[config.mk]
export PLATFORM = sky130hd
export DESIGN_NAME = cpwm_top
export DESIGN_NICKNAME = d
export VERILOG_FILES = /design/src/rtl/cpwm_pkg.sv /design/src/rtl/cpwm_updown.sv /design/src/rtl/cpwm_top.sv
export VERILOG_INCLUDE_DIRS = /design/src /design/src/rtl
export SDC_FILE = /design/constraint.sdc
export NUM_CORES = 1
export LEC_CHECK = 0
export BUFFER_PORTS_ARGS = -buffer_cell sky130_fd_sc_hd__buf_2
export CAP_MARGIN = 10
export CORE_MARGIN = 5
export CORE_UTILIZATION = 30
export DETAILED_ROUTE_END_ITERATION = 8
export GPL_TIMING_DRIVEN = 0
export MAX_ROUTING_LAYER = met4
export PLACE_DENSITY = 0.49
export SETUP_SLACK_MARGIN = 0.2
export SYNTH_ARGS = -nofsm -noshare
export SYNTH_HDL_FRONTEND = slang
export SYNTH_SLANG_ARGS = --single-unit
[constraint.sdc]
create_clock -name i_core_clk -period 12.9 [get_ports i_core_clk]
set_input_delay 2.58 -clock i_core_clk [delete_from_list [all_inputs] [get_ports i_core_clk]]
set_output_delay 2.58 -clock i_core_clk [all_outputs]
set_load 0.01 [all_outputs]
[src/rtl/cpwm_defines.svh]
// Offsets, field positions, reset values and counts of the complementary PWM channel
`ifndef CPWM_DEFINES_SVH
`define CPWM_DEFINES_SVH

// ----------------------------------------
// Register byte offsets
// ----------------------------------------
`define CPWM_ADDR_CTRL 8'h00
`define CPWM_ADDR_DUTY 8'h04
`define CPWM_ADDR_DEAD 8'h08
`define CPWM_ADDR_CAPTOP 8'h0c
`define CPWM_ADDR_STATUS 8'h10
`define CPWM_ADDR_MASK 8'h14
`define CPWM_ADDR_COUNT 8'h18
`define CPWM_ADDR_ACTIVE 8'h1c

// ----------------------------------------
// Field positions
// ----------------------------------------
`define CPWM_CTRL_RUN 0
`define CPWM_CTRL_CAPTOP 1
`define CPWM_ST_OVF 0
`define CPWM_ST_CAP 1
`define CPWM_COUNT_UP 16

// ----------------------------------------
// Reset values and counts
// ----------------------------------------
`define CPWM_TOP8 16'h00ff
`define CPWM_PERIOD8 (2 * `CPWM_TOP8)
`define CPWM_CAPTOP_RST 16'h00ff
`define CPWM_DUTY_RST 16'h0080
`define CPWM_DEAD_RST 16'h0000
`define CPWM_TOP_MIN 16'h0001

`endif

[src/rtl/cpwm_pkg.sv]
// Types shared by the complementary PWM channel
`include "cpwm_defines.svh"
package cpwm_pkg;

   // ----------------------------------------
   // Top value source
   // ----------------------------------------
   typedef enum logic {CPWM_TOP_FIXED8, CPWM_TOP_CAPTURE} cpwm_top_e;

   // ----------------------------------------
   // Bus request and compare pair
   // ----------------------------------------
   typedef struct packed {
      logic read;
      logic write;
      logic [7:0] address;
      logic [31:0] writedata;
      logic [3:0] byteenable;
   } cpwm_avm_req_s;

   typedef struct packed {
      logic [15:0] hi;
      logic [15:0] lo;
   } cpwm_cmp_s;

endpackage

[src/rtl/cpwm_updown.sv]
// Dual-slope up/down counter for the complementary PWM channel
`timescale 1ns/1ps
module cpwm_updown #(
   parameter int W = 16
) (
   // Clock and reset
   input wire logic i_core_clk,
   input wire logic i_rst,
   // Control
   input wire logic i_run,
   input wire logic [W-1:0] i_top,
   // Count state
   output logic [W-1:0] o_count,
   output logic o_up,
   output logic o_at_top,
   output logic o_at_bottom
);

   // ----------------------------------------
   // Triangle count: 2*top states per cycle
   // ----------------------------------------
   always_ff @(posedge i_core_clk or posedge i_rst)
   begin
      if (i_rst)
      begin
         o_count <= '0;
         o_up <= 1'b1;
      end
      else if (!i_run)
      begin
         o_count <= '0;
         o_up <= 1'b1;
      end
      else if (o_up)
      begin
         if (o_count >= i_top)
         begin
            o_count <= o_count - 1'b1;
            o_up <= 1'b0;
         end
         else
         begin
            o_count <= o_count + 1'b1;
         end
      end
      else if (o_count == '0)
      begin
         o_count <= o_count + 1'b1;
         o_up <= 1'b1;
      end
      else
      begin
         o_count <= o_count - 1'b1;
      end
   end

   // Top must be at least one, or the turn at top wraps
   assign o_at_top = i_run & o_up & (o_count >= i_top);
   assign o_at_bottom = i_run & ~o_up & (o_count == '0);

endmodule // cpwm_updown

[src/rtl/cpwm_top.sv]
// Complementary PWM channel with dead-time, double-buffered compares and Avalon-MM registers
//
// Summary of operation
// - High and low outputs drive one half-bridge as inverted PWM pair.
// - Each transition with nonzero half dead-time has a dead interval with neither output on, except when duty minus half dead-time reaches top.
// - Counter runs dual slope up to top and down, centre-aligned pulses.
// - High side clears on up-count match, sets on down-count match.
// - Low side sets on up-count match, clears on down-count match.
// - Equal compare values give exact complements with no dead interval.
// - High compare is duty minus half dead-time, low is duty plus it.
// - Dead interval is equal at rising and falling edges.
// - Both compare values switch at the same instant.
// - Written values sit in a buffer until the update point while running, and pass through each cycle while stopped.
// - Compares take effect at one fixed point of each cycle.
// - Overflow flag once per cycle, may raise a periodic interrupt.
// - Capture register may serve as counter top, beside fixed top.
// - In capture-top mode a capture event flags at the compare update.
// - Fixed top with different compares is 255.
// - Eight-bit phase-correct mode uses top 255.
// - Top 255 gives a cycle of 510 clocks.
`timescale 1ns/1ps
module cpwm_top
   import cpwm_pkg::*;
#(
   parameter int W = 16
) (
   // Clock and reset
   input wire logic i_core_clk,
   input wire logic i_rst,
   // Avalon-MM slave
   input wire cpwm_avm_req_s i_avm,
   output logic o_avm_waitrequest,
   output logic [31:0] o_avm_readdata,
   // Half-bridge drive
   output logic o_high_side_drive_out,
   output logic o_low_side_drive_out,
   // Status
   output logic [W-1:0] o_updown_count_value,
   output logic o_irq
);

   // ----------------------------------------
   // Declarations
   // ----------------------------------------
   logic run;
   cpwm_top_e top_mode;
   logic [15:0] duty;
   logic [15:0] dead_half;
   logic [15:0] cap_top;
   logic [1:0] status;
   logic [1:0] mask;
   logic ack;
   logic wr_fire;
   logic rd_take;
   cpwm_cmp_s act;
   cpwm_cmp_s next_cmp;
   logic [15:0] top_act;
   logic [15:0] next_top;
   logic [16:0] lo_sum;
   logic [15:0] hi_diff;
   logic [W-1:0] count;
   logic up;
   logic at_top;
   logic at_bottom;
   logic [1:0] events;
   logic [1:0] w1c;
   logic [31:0] next_rdata;

   // ----------------------------------------
   // Byte-lane merge
   // ----------------------------------------
   function automatic logic [15:0] be_merge(input logic [15:0] old, input logic [31:0] wd, input logic [3:0] be);
      logic [15:0] res;
      res = old;
      for (int b = 0; b < 2; b++)
      begin
         if (be[b])
         begin
            res[b*8 +: 8] = wd[b*8 +: 8];
         end
      end
      return res;
   endfunction

   // ----------------------------------------
   // Bus handshake
   // ----------------------------------------
   // One wait state: every access answers on its second cycle
   assign o_avm_waitrequest = (i_avm.read | i_avm.write) & ~ack;
   assign wr_fire = i_avm.write & ack;
   assign rd_take = i_avm.read & ~ack;

   always_ff @(posedge i_core_clk or posedge i_rst)
   begin
      if (i_rst)
      begin
         ack <= 1'b0;
      end
      else
      begin
         ack <= (i_avm.read | i_avm.write) & ~ack;
      end
   end

   // ----------------------------------------
   // Control registers
   // ----------------------------------------
   always_ff @(posedge i_core_clk or posedge i_rst)
   begin
      if (i_rst)
      begin
         run <= 1'b0;
         top_mode <= CPWM_TOP_FIXED8;
      end
      else if (wr_fire && i_avm.address == `CPWM_ADDR_CTRL && i_avm.byteenable[0])
      begin
         run <= i_avm.writedata[`CPWM_CTRL_RUN];
         top_mode <= i_avm.writedata[`CPWM_CTRL_CAPTOP] ? CPWM_TOP_CAPTURE : CPWM_TOP_FIXED8;
      end
   end

   // Buffers only; the active pair changes at top, or on every cycle while stopped
   always_ff @(posedge i_core_clk or posedge i_rst)
   begin
      if (i_rst)
      begin
         duty <= `CPWM_DUTY_RST;
         dead_half <= `CPWM_DEAD_RST;
         cap_top <= `CPWM_CAPTOP_RST;
      end
      else if (wr_fire)
      begin
         case (i_avm.address)
            `CPWM_ADDR_DUTY: duty <= be_merge(duty, i_avm.writedata, i_avm.byteenable);
            `CPWM_ADDR_DEAD: dead_half <= be_merge(dead_half, i_avm.writedata, i_avm.byteenable);
            `CPWM_ADDR_CAPTOP: cap_top <= be_merge(cap_top, i_avm.writedata, i_avm.byteenable);
            default: duty <= duty;
         endcase
      end
   end

   always_ff @(posedge i_core_clk or posedge i_rst)
   begin
      if (i_rst)
      begin
         mask <= 2'h0;
      end
      else if (wr_fire && i_avm.address == `CPWM_ADDR_MASK && i_avm.byteenable[0])
      begin
         mask <= i_avm.writedata[1:0];
      end
   end

   // ----------------------------------------
   // Buffered compare pair
   // ----------------------------------------
   always_comb
   begin
      if (top_mode == CPWM_TOP_CAPTURE)
      begin
         next_top = (cap_top < `CPWM_TOP_MIN) ? `CPWM_TOP_MIN : cap_top;
      end
      else
      begin
         next_top = `CPWM_TOP8;
      end
      hi_diff = (duty > dead_half) ? duty - dead_half : 16'h0000;
      lo_sum = {1'b0, duty} + {1'b0, dead_half};
      // Clamp guards the pair even if software oversteps the range
      next_cmp.hi = (hi_diff > next_top) ? next_top : hi_diff;
      next_cmp.lo = (lo_sum > {1'b0, next_top}) ? next_top : lo_sum[15:0];
   end

   // ----------------------------------------
   // Active compares and top, loaded together
   // ----------------------------------------
   always_ff @(posedge i_core_clk or posedge i_rst)
   begin
      if (i_rst)
      begin
         act <= '0;
         top_act <= `CPWM_TOP8;
      end
      else if (!run || at_top)
      begin
         act <= next_cmp;
         top_act <= next_top;
      end
   end

   // ----------------------------------------
   // Counter
   // ----------------------------------------
   cpwm_updown #(
      .W(W)
   ) u_count (
      .i_core_clk(i_core_clk),
      .i_rst(i_rst),
      .i_run(run),
      .i_top(top_act[W-1:0]),
      .o_count(count),
      .o_up(up),
      .o_at_top(at_top),
      .o_at_bottom(at_bottom)
   );

   assign o_updown_count_value = count;

   // ----------------------------------------
   // Drive outputs
   // ----------------------------------------
   // Level compare equals the match behaviour on both slopes; idle keeps both switches off
   always_ff @(posedge i_core_clk or posedge i_rst)
   begin
      if (i_rst)
      begin
         o_high_side_drive_out <= 1'b0;
         o_low_side_drive_out <= 1'b0;
      end
      else
      begin
         o_high_side_drive_out <= run & (16'(count) < act.hi);
         o_low_side_drive_out <= run & (16'(count) >= act.lo);
      end
   end

   // ----------------------------------------
   // Status and interrupt
   // ----------------------------------------
   assign events[`CPWM_ST_OVF] = at_bottom;
   assign events[`CPWM_ST_CAP] = at_top & (top_mode == CPWM_TOP_CAPTURE);
   assign w1c = (wr_fire && i_avm.address == `CPWM_ADDR_STATUS && i_avm.byteenable[0]) ? i_avm.writedata[1:0] : 2'h0;

   // Set beats a simultaneous write-one clear
   always_ff @(posedge i_core_clk or posedge i_rst)
   begin
      if (i_rst)
      begin
         status <= 2'h0;
      end
      else
      begin
         status <= (status & ~w1c) | events;
      end
   end

   always_ff @(posedge i_core_clk or posedge i_rst)
   begin
      if (i_rst)
      begin
         o_irq <= 1'b0;
      end
      else
      begin
         o_irq <= |(status & mask);
      end
   end

   // ----------------------------------------
   // Read data
   // ----------------------------------------
   always_comb
   begin
      next_rdata = 32'h0000_0000;
      case (i_avm.address)
         `CPWM_ADDR_CTRL:
         begin
            next_rdata[`CPWM_CTRL_RUN] = run;
            next_rdata[`CPWM_CTRL_CAPTOP] = (top_mode == CPWM_TOP_CAPTURE);
         end
         `CPWM_ADDR_DUTY: next_rdata[15:0] = duty;
         `CPWM_ADDR_DEAD: next_rdata[15:0] = dead_half;
         `CPWM_ADDR_CAPTOP: next_rdata[15:0] = cap_top;
         `CPWM_ADDR_STATUS: next_rdata[1:0] = status;
         `CPWM_ADDR_MASK: next_rdata[1:0] = mask;
         `CPWM_ADDR_COUNT:
         begin
            next_rdata[15:0] = 16'(count);
            next_rdata[`CPWM_COUNT_UP] = up;
         end
         `CPWM_ADDR_ACTIVE: next_rdata = {act.lo, act.hi};
         default: next_rdata = 32'h0000_0000;
      endcase
   end

   always_ff @(posedge i_core_clk or posedge i_rst)
   begin
      if (i_rst)
      begin
         o_avm_readdata <= 32'h0000_0000;
      end
      else if (rd_take)
      begin
         o_avm_readdata <= next_rdata;
      end
   end

   // ----------------------------------------
   // Assertion helpers
   // ----------------------------------------
   logic [15:0] per_cnt;
   logic per_valid;

   always_ff @(posedge i_core_clk or posedge i_rst)
   begin
      if (i_rst)
      begin
         per_cnt <= 16'h0000;
         per_valid <= 1'b0;
      end
      else if (!run)
      begin
         per_cnt <= 16'h0000;
         per_valid <= 1'b0;
      end
      else if (at_bottom)
      begin
         per_cnt <= 16'h0000;
         per_valid <= (top_act == `CPWM_TOP8);
      end
      else
      begin
         per_cnt <= per_cnt + 16'h0001;
      end
   end

   // ----------------------------------------
   // Assertions
   // ----------------------------------------
   a_no_shoot_through: assert property (@(posedge i_core_clk) disable iff (i_rst)
      !(o_high_side_drive_out && o_low_side_drive_out))
      else $error("both half-bridge switches on");

   a_cmp_load_top: assert property (@(posedge i_core_clk) disable iff (i_rst)
      (run && at_top) |=> (act == $past(next_cmp)))
      else $error("compare pair not loaded at top");

   a_cmp_hold_mid: assert property (@(posedge i_core_clk) disable iff (i_rst)
      (run && !at_top && $past(run)) |=> $stable(act))
      else $error("active compare changed away from top");

   a_ovf_at_bottom: assert property (@(posedge i_core_clk) disable iff (i_rst)
      at_bottom |=> status[`CPWM_ST_OVF])
      else $error("overflow flag missed at bottom");

   a_cap_evt_top: assert property (@(posedge i_core_clk) disable iff (i_rst)
      (at_top && top_mode == CPWM_TOP_CAPTURE) |=> (status[`CPWM_ST_CAP] && act == $past(next_cmp)))
      else $error("capture event not with compare update");

   a_period_fixed: assert property (@(posedge i_core_clk) disable iff (i_rst)
      (at_bottom && per_valid && top_act == `CPWM_TOP8) |-> (per_cnt == 16'(`CPWM_PERIOD8 - 1)))
      else $error("fixed-top cycle is not 510 clocks");

   a_hs_up_clear: assert property (@(posedge i_core_clk) disable iff (i_rst)
      (run && up && 16'(count) == act.hi && $stable(act)) |=> !o_high_side_drive_out)
      else $error("high side not cleared on up match");

   a_ls_up_set: assert property (@(posedge i_core_clk) disable iff (i_rst)
      (run && up && 16'(count) == act.lo && $stable(act)) |=> o_low_side_drive_out)
      else $error("low side not set on up match");

   a_equal_complement: assert property (@(posedge i_core_clk) disable iff (i_rst)
      (run && act.hi == act.lo && $past(run)) |=> (o_high_side_drive_out != o_low_side_drive_out))
      else $error("equal compares not complementary");

   a_turn_at_top: assert property (@(posedge i_core_clk) disable iff (i_rst)
      (run && at_top && $stable(run) && top_act <= `CPWM_TOP8) |=> (!up ##[1:1000] up))
      else $error("counter did not turn at top and return");

   a_irq_level: assert property (@(posedge i_core_clk) disable iff (i_rst)
      |(status & mask) |=> o_irq)
      else $error("unmasked flag without interrupt");

   a_bus_answer: assert property (@(posedge i_core_clk) disable iff (i_rst)
      ((i_avm.read || i_avm.write) && !ack) |=> ((i_avm.read || i_avm.write) |-> !o_avm_waitrequest))
      else $error("bus answer later than one wait state");

endmodule // cpwm_top

# Word level (Yosys, flattened, before mapping)

Index checks and enable logic that the tools add are counted.

Bits in registers: 155
Input port bits: 48
Output and inout port bits: 52
Logic and storage cells: 91

Add/sub/neg operators: 4
$lt $le $gt $ge: 7
Equality and inequality tests: 7
Multiplexer cells: 19
Bitwise gates (word level): 17
Reduce and logical (&&, ||, !) cells: 17

Operator list:

| cell                    | count |
|---|---|
| $mux W16                | 9 |
| $pmux W14 S5            | 1 |
| $eq A8 B5 Y1 const B    | 4 |
| $ge A16 B16 Y1          | 2 |
| $gt A16 B16 Y1          | 2 |
| $reduce_and A3 Y1       | 6 |
| $add A16 B16 Y17        | 1 |
| $gt A17 B16 Y1          | 1 |
| $add A16 B1 Y16 const B | 1 |
| $eq A8 B4 Y1 const B    | 2 |
| $logic_not A16 Y1       | 1 |
| $lt A16 B1 Y1 const B   | 1 |
| $lt A16 B16 Y1          | 1 |
| $pmux W2 S8             | 1 |
| $sub A16 B1 Y16 const B | 1 |
| $sub A16 B16 Y16        | 1 |
| $mux W15                | 1 |
| $and A1 B1 Y1           | 10 |
| $eq A8 B3 Y1 const B    | 1 |
| $logic_not A8 Y1        | 1 |
| $logic_and A1 B1 Y1     | 6 |
| $mux W1                 | 5 |
| $and A2 B2 Y2           | 2 |
| $mux W2                 | 1 |
| 8 further kinds         | 9 |

# Logic depth before layout (Yosys ltp)

Word-level depth: 7
Gate-level depth with buffers: 21
Gate-level depth less buffers: 18

# Modules after synthesis

A second synthesis with hierarchy kept.

Cell total of the unflattened synthesis: 1246
Area, all modules: 11143.2 um^2

Modules (own cells, without submodules):

| module      | times used | cells each | area each (um^2) | seq. area each (um^2) |
|---|---|---|---|---|
| cpwm_top    | 1          | 991        | 9268.9           | 3474.6 |
| cpwm_updown | 1          | 255        | 1874.3           | 426.7 |

# Worst setup path before layout

No wires, ideal clock.

Kind: input port to output port
Start point: in i_avm[44] in the netlist's numbering
End point: out o_avm_waitrequest
Arrival: 2.789 ns
Path slack: 7.531 ns
Stages: 2
Buffers on the path: 0
Cell sequence: nor2_1 nor2_1

Cells in the longest elaborated chain, start to end: 2

Ends and longest elaborated chain:

| item            | RTL line       | RTL |
|---|---|---|
| start, declared | cpwm_top.sv:31 | `input wire cpwm_avm_req_s i_avm,` |
| $or A1 B1 Y1    | cpwm_top.sv:89 | `assign o_avm_waitrequest = (i_avm.read \| i_avm.write) & ~ack;` |
| $and A1 B1 Y1   | cpwm_top.sv:89 |  |
| end, declared   | cpwm_top.sv:32 | `output logic o_avm_waitrequest,` |

Every way passes these cells.

# Final worst setup path

Start point: reg duty[0]
End point: reg act[16] in the netlist's numbering

Cells in the longest elaborated chain, start to end: 4
Elaborated cells between the ends (all ways): 5
Classes of those cells: add/sub (1); order compare (2); mux (2)

Ends and longest elaborated chain:

| item                                               | RTL line        | RTL |
|---|---|---|
| start, declared                                    | cpwm_top.sv:47  | `logic [15:0] duty;` |
| start signal, assigned                             | cpwm_top.sv:127 | `` duty <= `CPWM_DUTY_RST; `` |
| start signal, assigned                             | cpwm_top.sv:134 | `` `CPWM_ADDR_DUTY: duty <= be_merge(duty, i_avm.writedata, i_avm.byteenable); `` |
| start signal, assigned                             | cpwm_top.sv:137 | `default: duty <= duty;` |
| $sub A16 B16 Y16 or $gt A16 B16 Y1 (tied branches) | cpwm_top.sv:167 | `hi_diff = (duty > dead_half) ? duty - dead_half : 16'h0000;` |
| $mux W16 (*)                                       | cpwm_top.sv:167 |  |
| $gt A16 B16 Y1                                     | cpwm_top.sv:170 | `next_cmp.hi = (hi_diff > next_top) ? next_top : hi_diff;` |
| $mux W16 (*)                                       | cpwm_top.sv:170 |  |
| end signal, assigned                               | cpwm_top.sv:186 | `act <= next_cmp;` |
| end, declared                                      | cpwm_top.sv:55  | `cpwm_cmp_s act;` |

Every way passes the cells marked *; elsewhere a longest branch is shown, timed or not.
A chain may end at the register's enable or synchronous reset.

==> results.cfg <==
[placement]
gp_congestion = 0.959
dp_hpwl_um = 31100
pre_cts_ws_ps = 7320
portBuffers = 78

[floorplan]
core_area_um2 = 36600
rows = 70
die_area_um2 = 41000
die_y_um = 203
fp.dieW_um = 203
ioPinCount = 100
initial_utilization_pct = 30.4

[synthesis]
seq_area_frac_synth_pct = 35.1
ys_warn_count = 0
synth_largest_area_cell = dfrtp_1
synth_nets = 1336
ys_async_sr_fraction_pct = 100
syn-cell-area_um2 = 11100
synthFlopType = dfrtp_1
yosysUniqueCellTypes = 85
syn_avg_cell_area_um2 = 9.49
netlist.area_leader.share_pct = 30.8
synth_compound_area_share_pct = 17.4
yosys.area_share.simple_pct = 15.9
synth_edf_count = 0
synth_common_cells = dfrtp_1 (137), ha_1 (114), inv_1 (100)
synth_adder_area_share_pct = 13.2
synth_mux_area_share_pct = 10.8
synth_xor_area_share_pct = 1.65
synth_top_family_by_area = compound AO/OA/AOI/OAI gates
ys_ff_latch = 155
synthTopCellsByArea = dfrtp_1 (31%), ha_1 (13%), dfstp_2 (4.3%)
synth.most_common_cell = dfrtp_1
synth_cells = 1172

[timing]
fin_crit_ps = 5600
grt_setup_unrepaired = no
max_freq_mhz = 179
relSlewSlack_pct = 21.9
finalMaxSlewViolations = 0
period_share_pct = 43.4
setup_tns_ps = 0
setup_viol = 0
hold_violations = 0
fin_skew_ps = 16.9
setup_ws_ps = 7300
tightestPinTransition_ps = 1170

[route]
routed_wl_um = 39200
viasPerCell = 5.37
drt_iter0_markers = 758
vias = 9416
drc = 0
firstDrtPassIters = 6
post_drt_wl_per_cell_um = 22.4
final_antenna_net_count = 0

[finish]
syn_to_final_growth_pct = 14.4
layout-drive-gt1-share_pct = 18.5
fillers = 3842
diodes = 0
layout.nets = 1435

[global_route]
overflow = 0
grt_max_degree = 83
grt_pass1_wl_um = 59100
grt_pass1_vias = 9136
grt_usage_pct = 19.5
antenna_found_initial = 0

[clock_tree]
clock_path_buffers = 2
cts-resized-gates = 0
cts_setup_buffers = 0
cts_root_buf = clkbuf_16
clock_sinks = 155
clock_latency_ps = 450
clk_pin_slew_worst_paths_ps = 70
cts_made_buffers = 17
hold_buffers = 0
cts_tree = built
cts_max_level = 4

[worst_setup_path]
worst_ep_required_time_ps = 13290
cp_slowest_cell = o41a_1
path_depth = 20
criticalPathCategory = reg -> reg
critPathMaxStageDelay_ps = 510
rr_worst_depth = 20
worst_ep_arrival_time_ps = 5990
crit_fanout = 10
start_kind = flop
cp-end-kind = flop
critPathTopFamily = compound AO/OA/AOI/OAI gates
crit_buf_inv = 5
path_cells = inv_1 -> ha_1 -> inv_1 -> fa_1 -> a211oi_2 -> o21a_1 -> o211a_1 -> nor3_2 -> o221ai_2 -> buf_6 -> buf_2 -> a211oi_1 -> ha_1 -> a211oi_1 -> nor2_1 -> o31a_1 -> o41a_1 -> clkbuf_1 -> o311ai_1 -> o21a_1

[run]
maxCapViolCount = 0

[min_path]
hold_class = reg -> reg
min_path_cells = 2

[power]
peakVddDrop_uv = 77.4
power_density_nw_per_um2 = 93.5
p_leak_nw = 6.01

[outcome]
status = finished, final reports clean
==> cells in the final DEF (no fill, tap or decap), types with 6 or more instances in the layout <==
master and n:
a22o_1 16, a21o_1 13, xor2_1 7, buf_6 6, mux2_2 37, clkbuf_1 32, and3_1 13, ha_1 114
mux4_2 16, mux2i_1 40, a31oi_1 7, nor3_1 22, dfrtp_1 137, a211oi_1 18, a21oi_1 55, a22oi_1 17
clkbuf_16 17, dfstp_2 18, o21ai_0 69, nand2b_1 32, nand3_1 23, buf_2 95, nor4_1 10, inv_1 99
nand4_1 13, xnor2_1 14, o21ai_1 7, o311ai_1 9, nand2_1 98, nor2b_1 15, nor2_1 80, o21a_1 7
==> area by class of cell <==
type	count	area [um2]	share of cell area [%]
Buffer	55	277	2.17
Clock buffer	19	443	3.48
Clock inverter	13	140	1.10
Inverter	104	398	3.13
Multi-Input combinational cell	858	6560	51.5
Sequential cell	155	3900	30.6
Tap cell	468	586	4.60
Timing Repair Buffer	80	425	3.34
==> cell families after synthesis <==
kind of cell | after synthesis
and+or+nand+nor | 345
AOI/OAI and AO/OA | 281
xor gates and xnor gates | 21
DFF | 155
muxes | 95
adders and majority gates | 116
buffers and inverters | 159
==> per-stage QoR <==
stage / utilization, % / cells / cell area [um2] / hold slack, ps / total power, mW
CTS: 34.8 / 1751 / 12700 / 485 / 1.21
floorplan: - / 1172 / 11100 / 450 / 0.621
global placement: 33.1 / 1718 / 12100 / 460 / 0.677
detailed placement: 33.2 / 1719 / 12100 / 469 / 0.680
global route: 34.8 / 1752 / 12700 / 505 / 1.24
finish: 34.8 / 1752 / 12700 / 477 / 1.19
==> worst reg2reg max path, stage by stage, from the launching register on <==
cell	delay (ps)
dfrtp_1	440
inv_1	80
ha_1	170
inv_1	60
fa_1	440
a211oi_2	320
o21a_1	280
o211a_1	240
nor3_2	60
o221ai_2	420
buf_6	240
buf_2	290
a211oi_1	110
ha_1	310
a211oi_1	270
nor2_1	100
o31a_1	300
o41a_1	510
clkbuf_1	330
o311ai_1	410
o21a_1	170
==> per-layer routing <==
| layer | track usage, % | part of all wire (%) | up-vias |
|---|---|---|---|
| met2 | 30.2 | 47 | 228 |
| met4 | 5.16 | 2.2 | 0 |
| met3 | 3.72 | 4.6 | 47 |
| met5 | - | 0 | - |
| met1 | 26.4 | 47 | 4698 |
| li1 | - | - | 4443 |
==> sequential cells by signal (all words and copies together) (netlist names), 2 cells and up <==
signal / cells
duty: 16
mask: 2
act: 32
dead_half: 16
u_count.o_count: 16
status: 2
o_avm_readdata: 32
cap_top: 16
top_act: 16
==> path summary, 6_finish.rpt <==
path | startpoint | endpoint | slack (ps)
setup / recovery | duty[0] | act[16] | 7300
hold / removal | o_avm_readdata[0] | o_avm_readdata[0] | 480
setup reg to reg | duty[0] | act[16] | 7300
hold reg to reg | o_avm_readdata[0] | o_avm_readdata[0] | 480
max in group asynchronous | i_rst | act[8] | 9880
min in group asynchronous | i_rst | ack | 2180
==> where the power goes <==
part | switching (mW) | internal [mW]
Clock | 0.229 | 0.291
Combinational | 0.0999 | 0.0582
Sequential | 0.0131 | 0.499
Total | 0.342 | 0.848
Power figures use the tool's default switching activity.
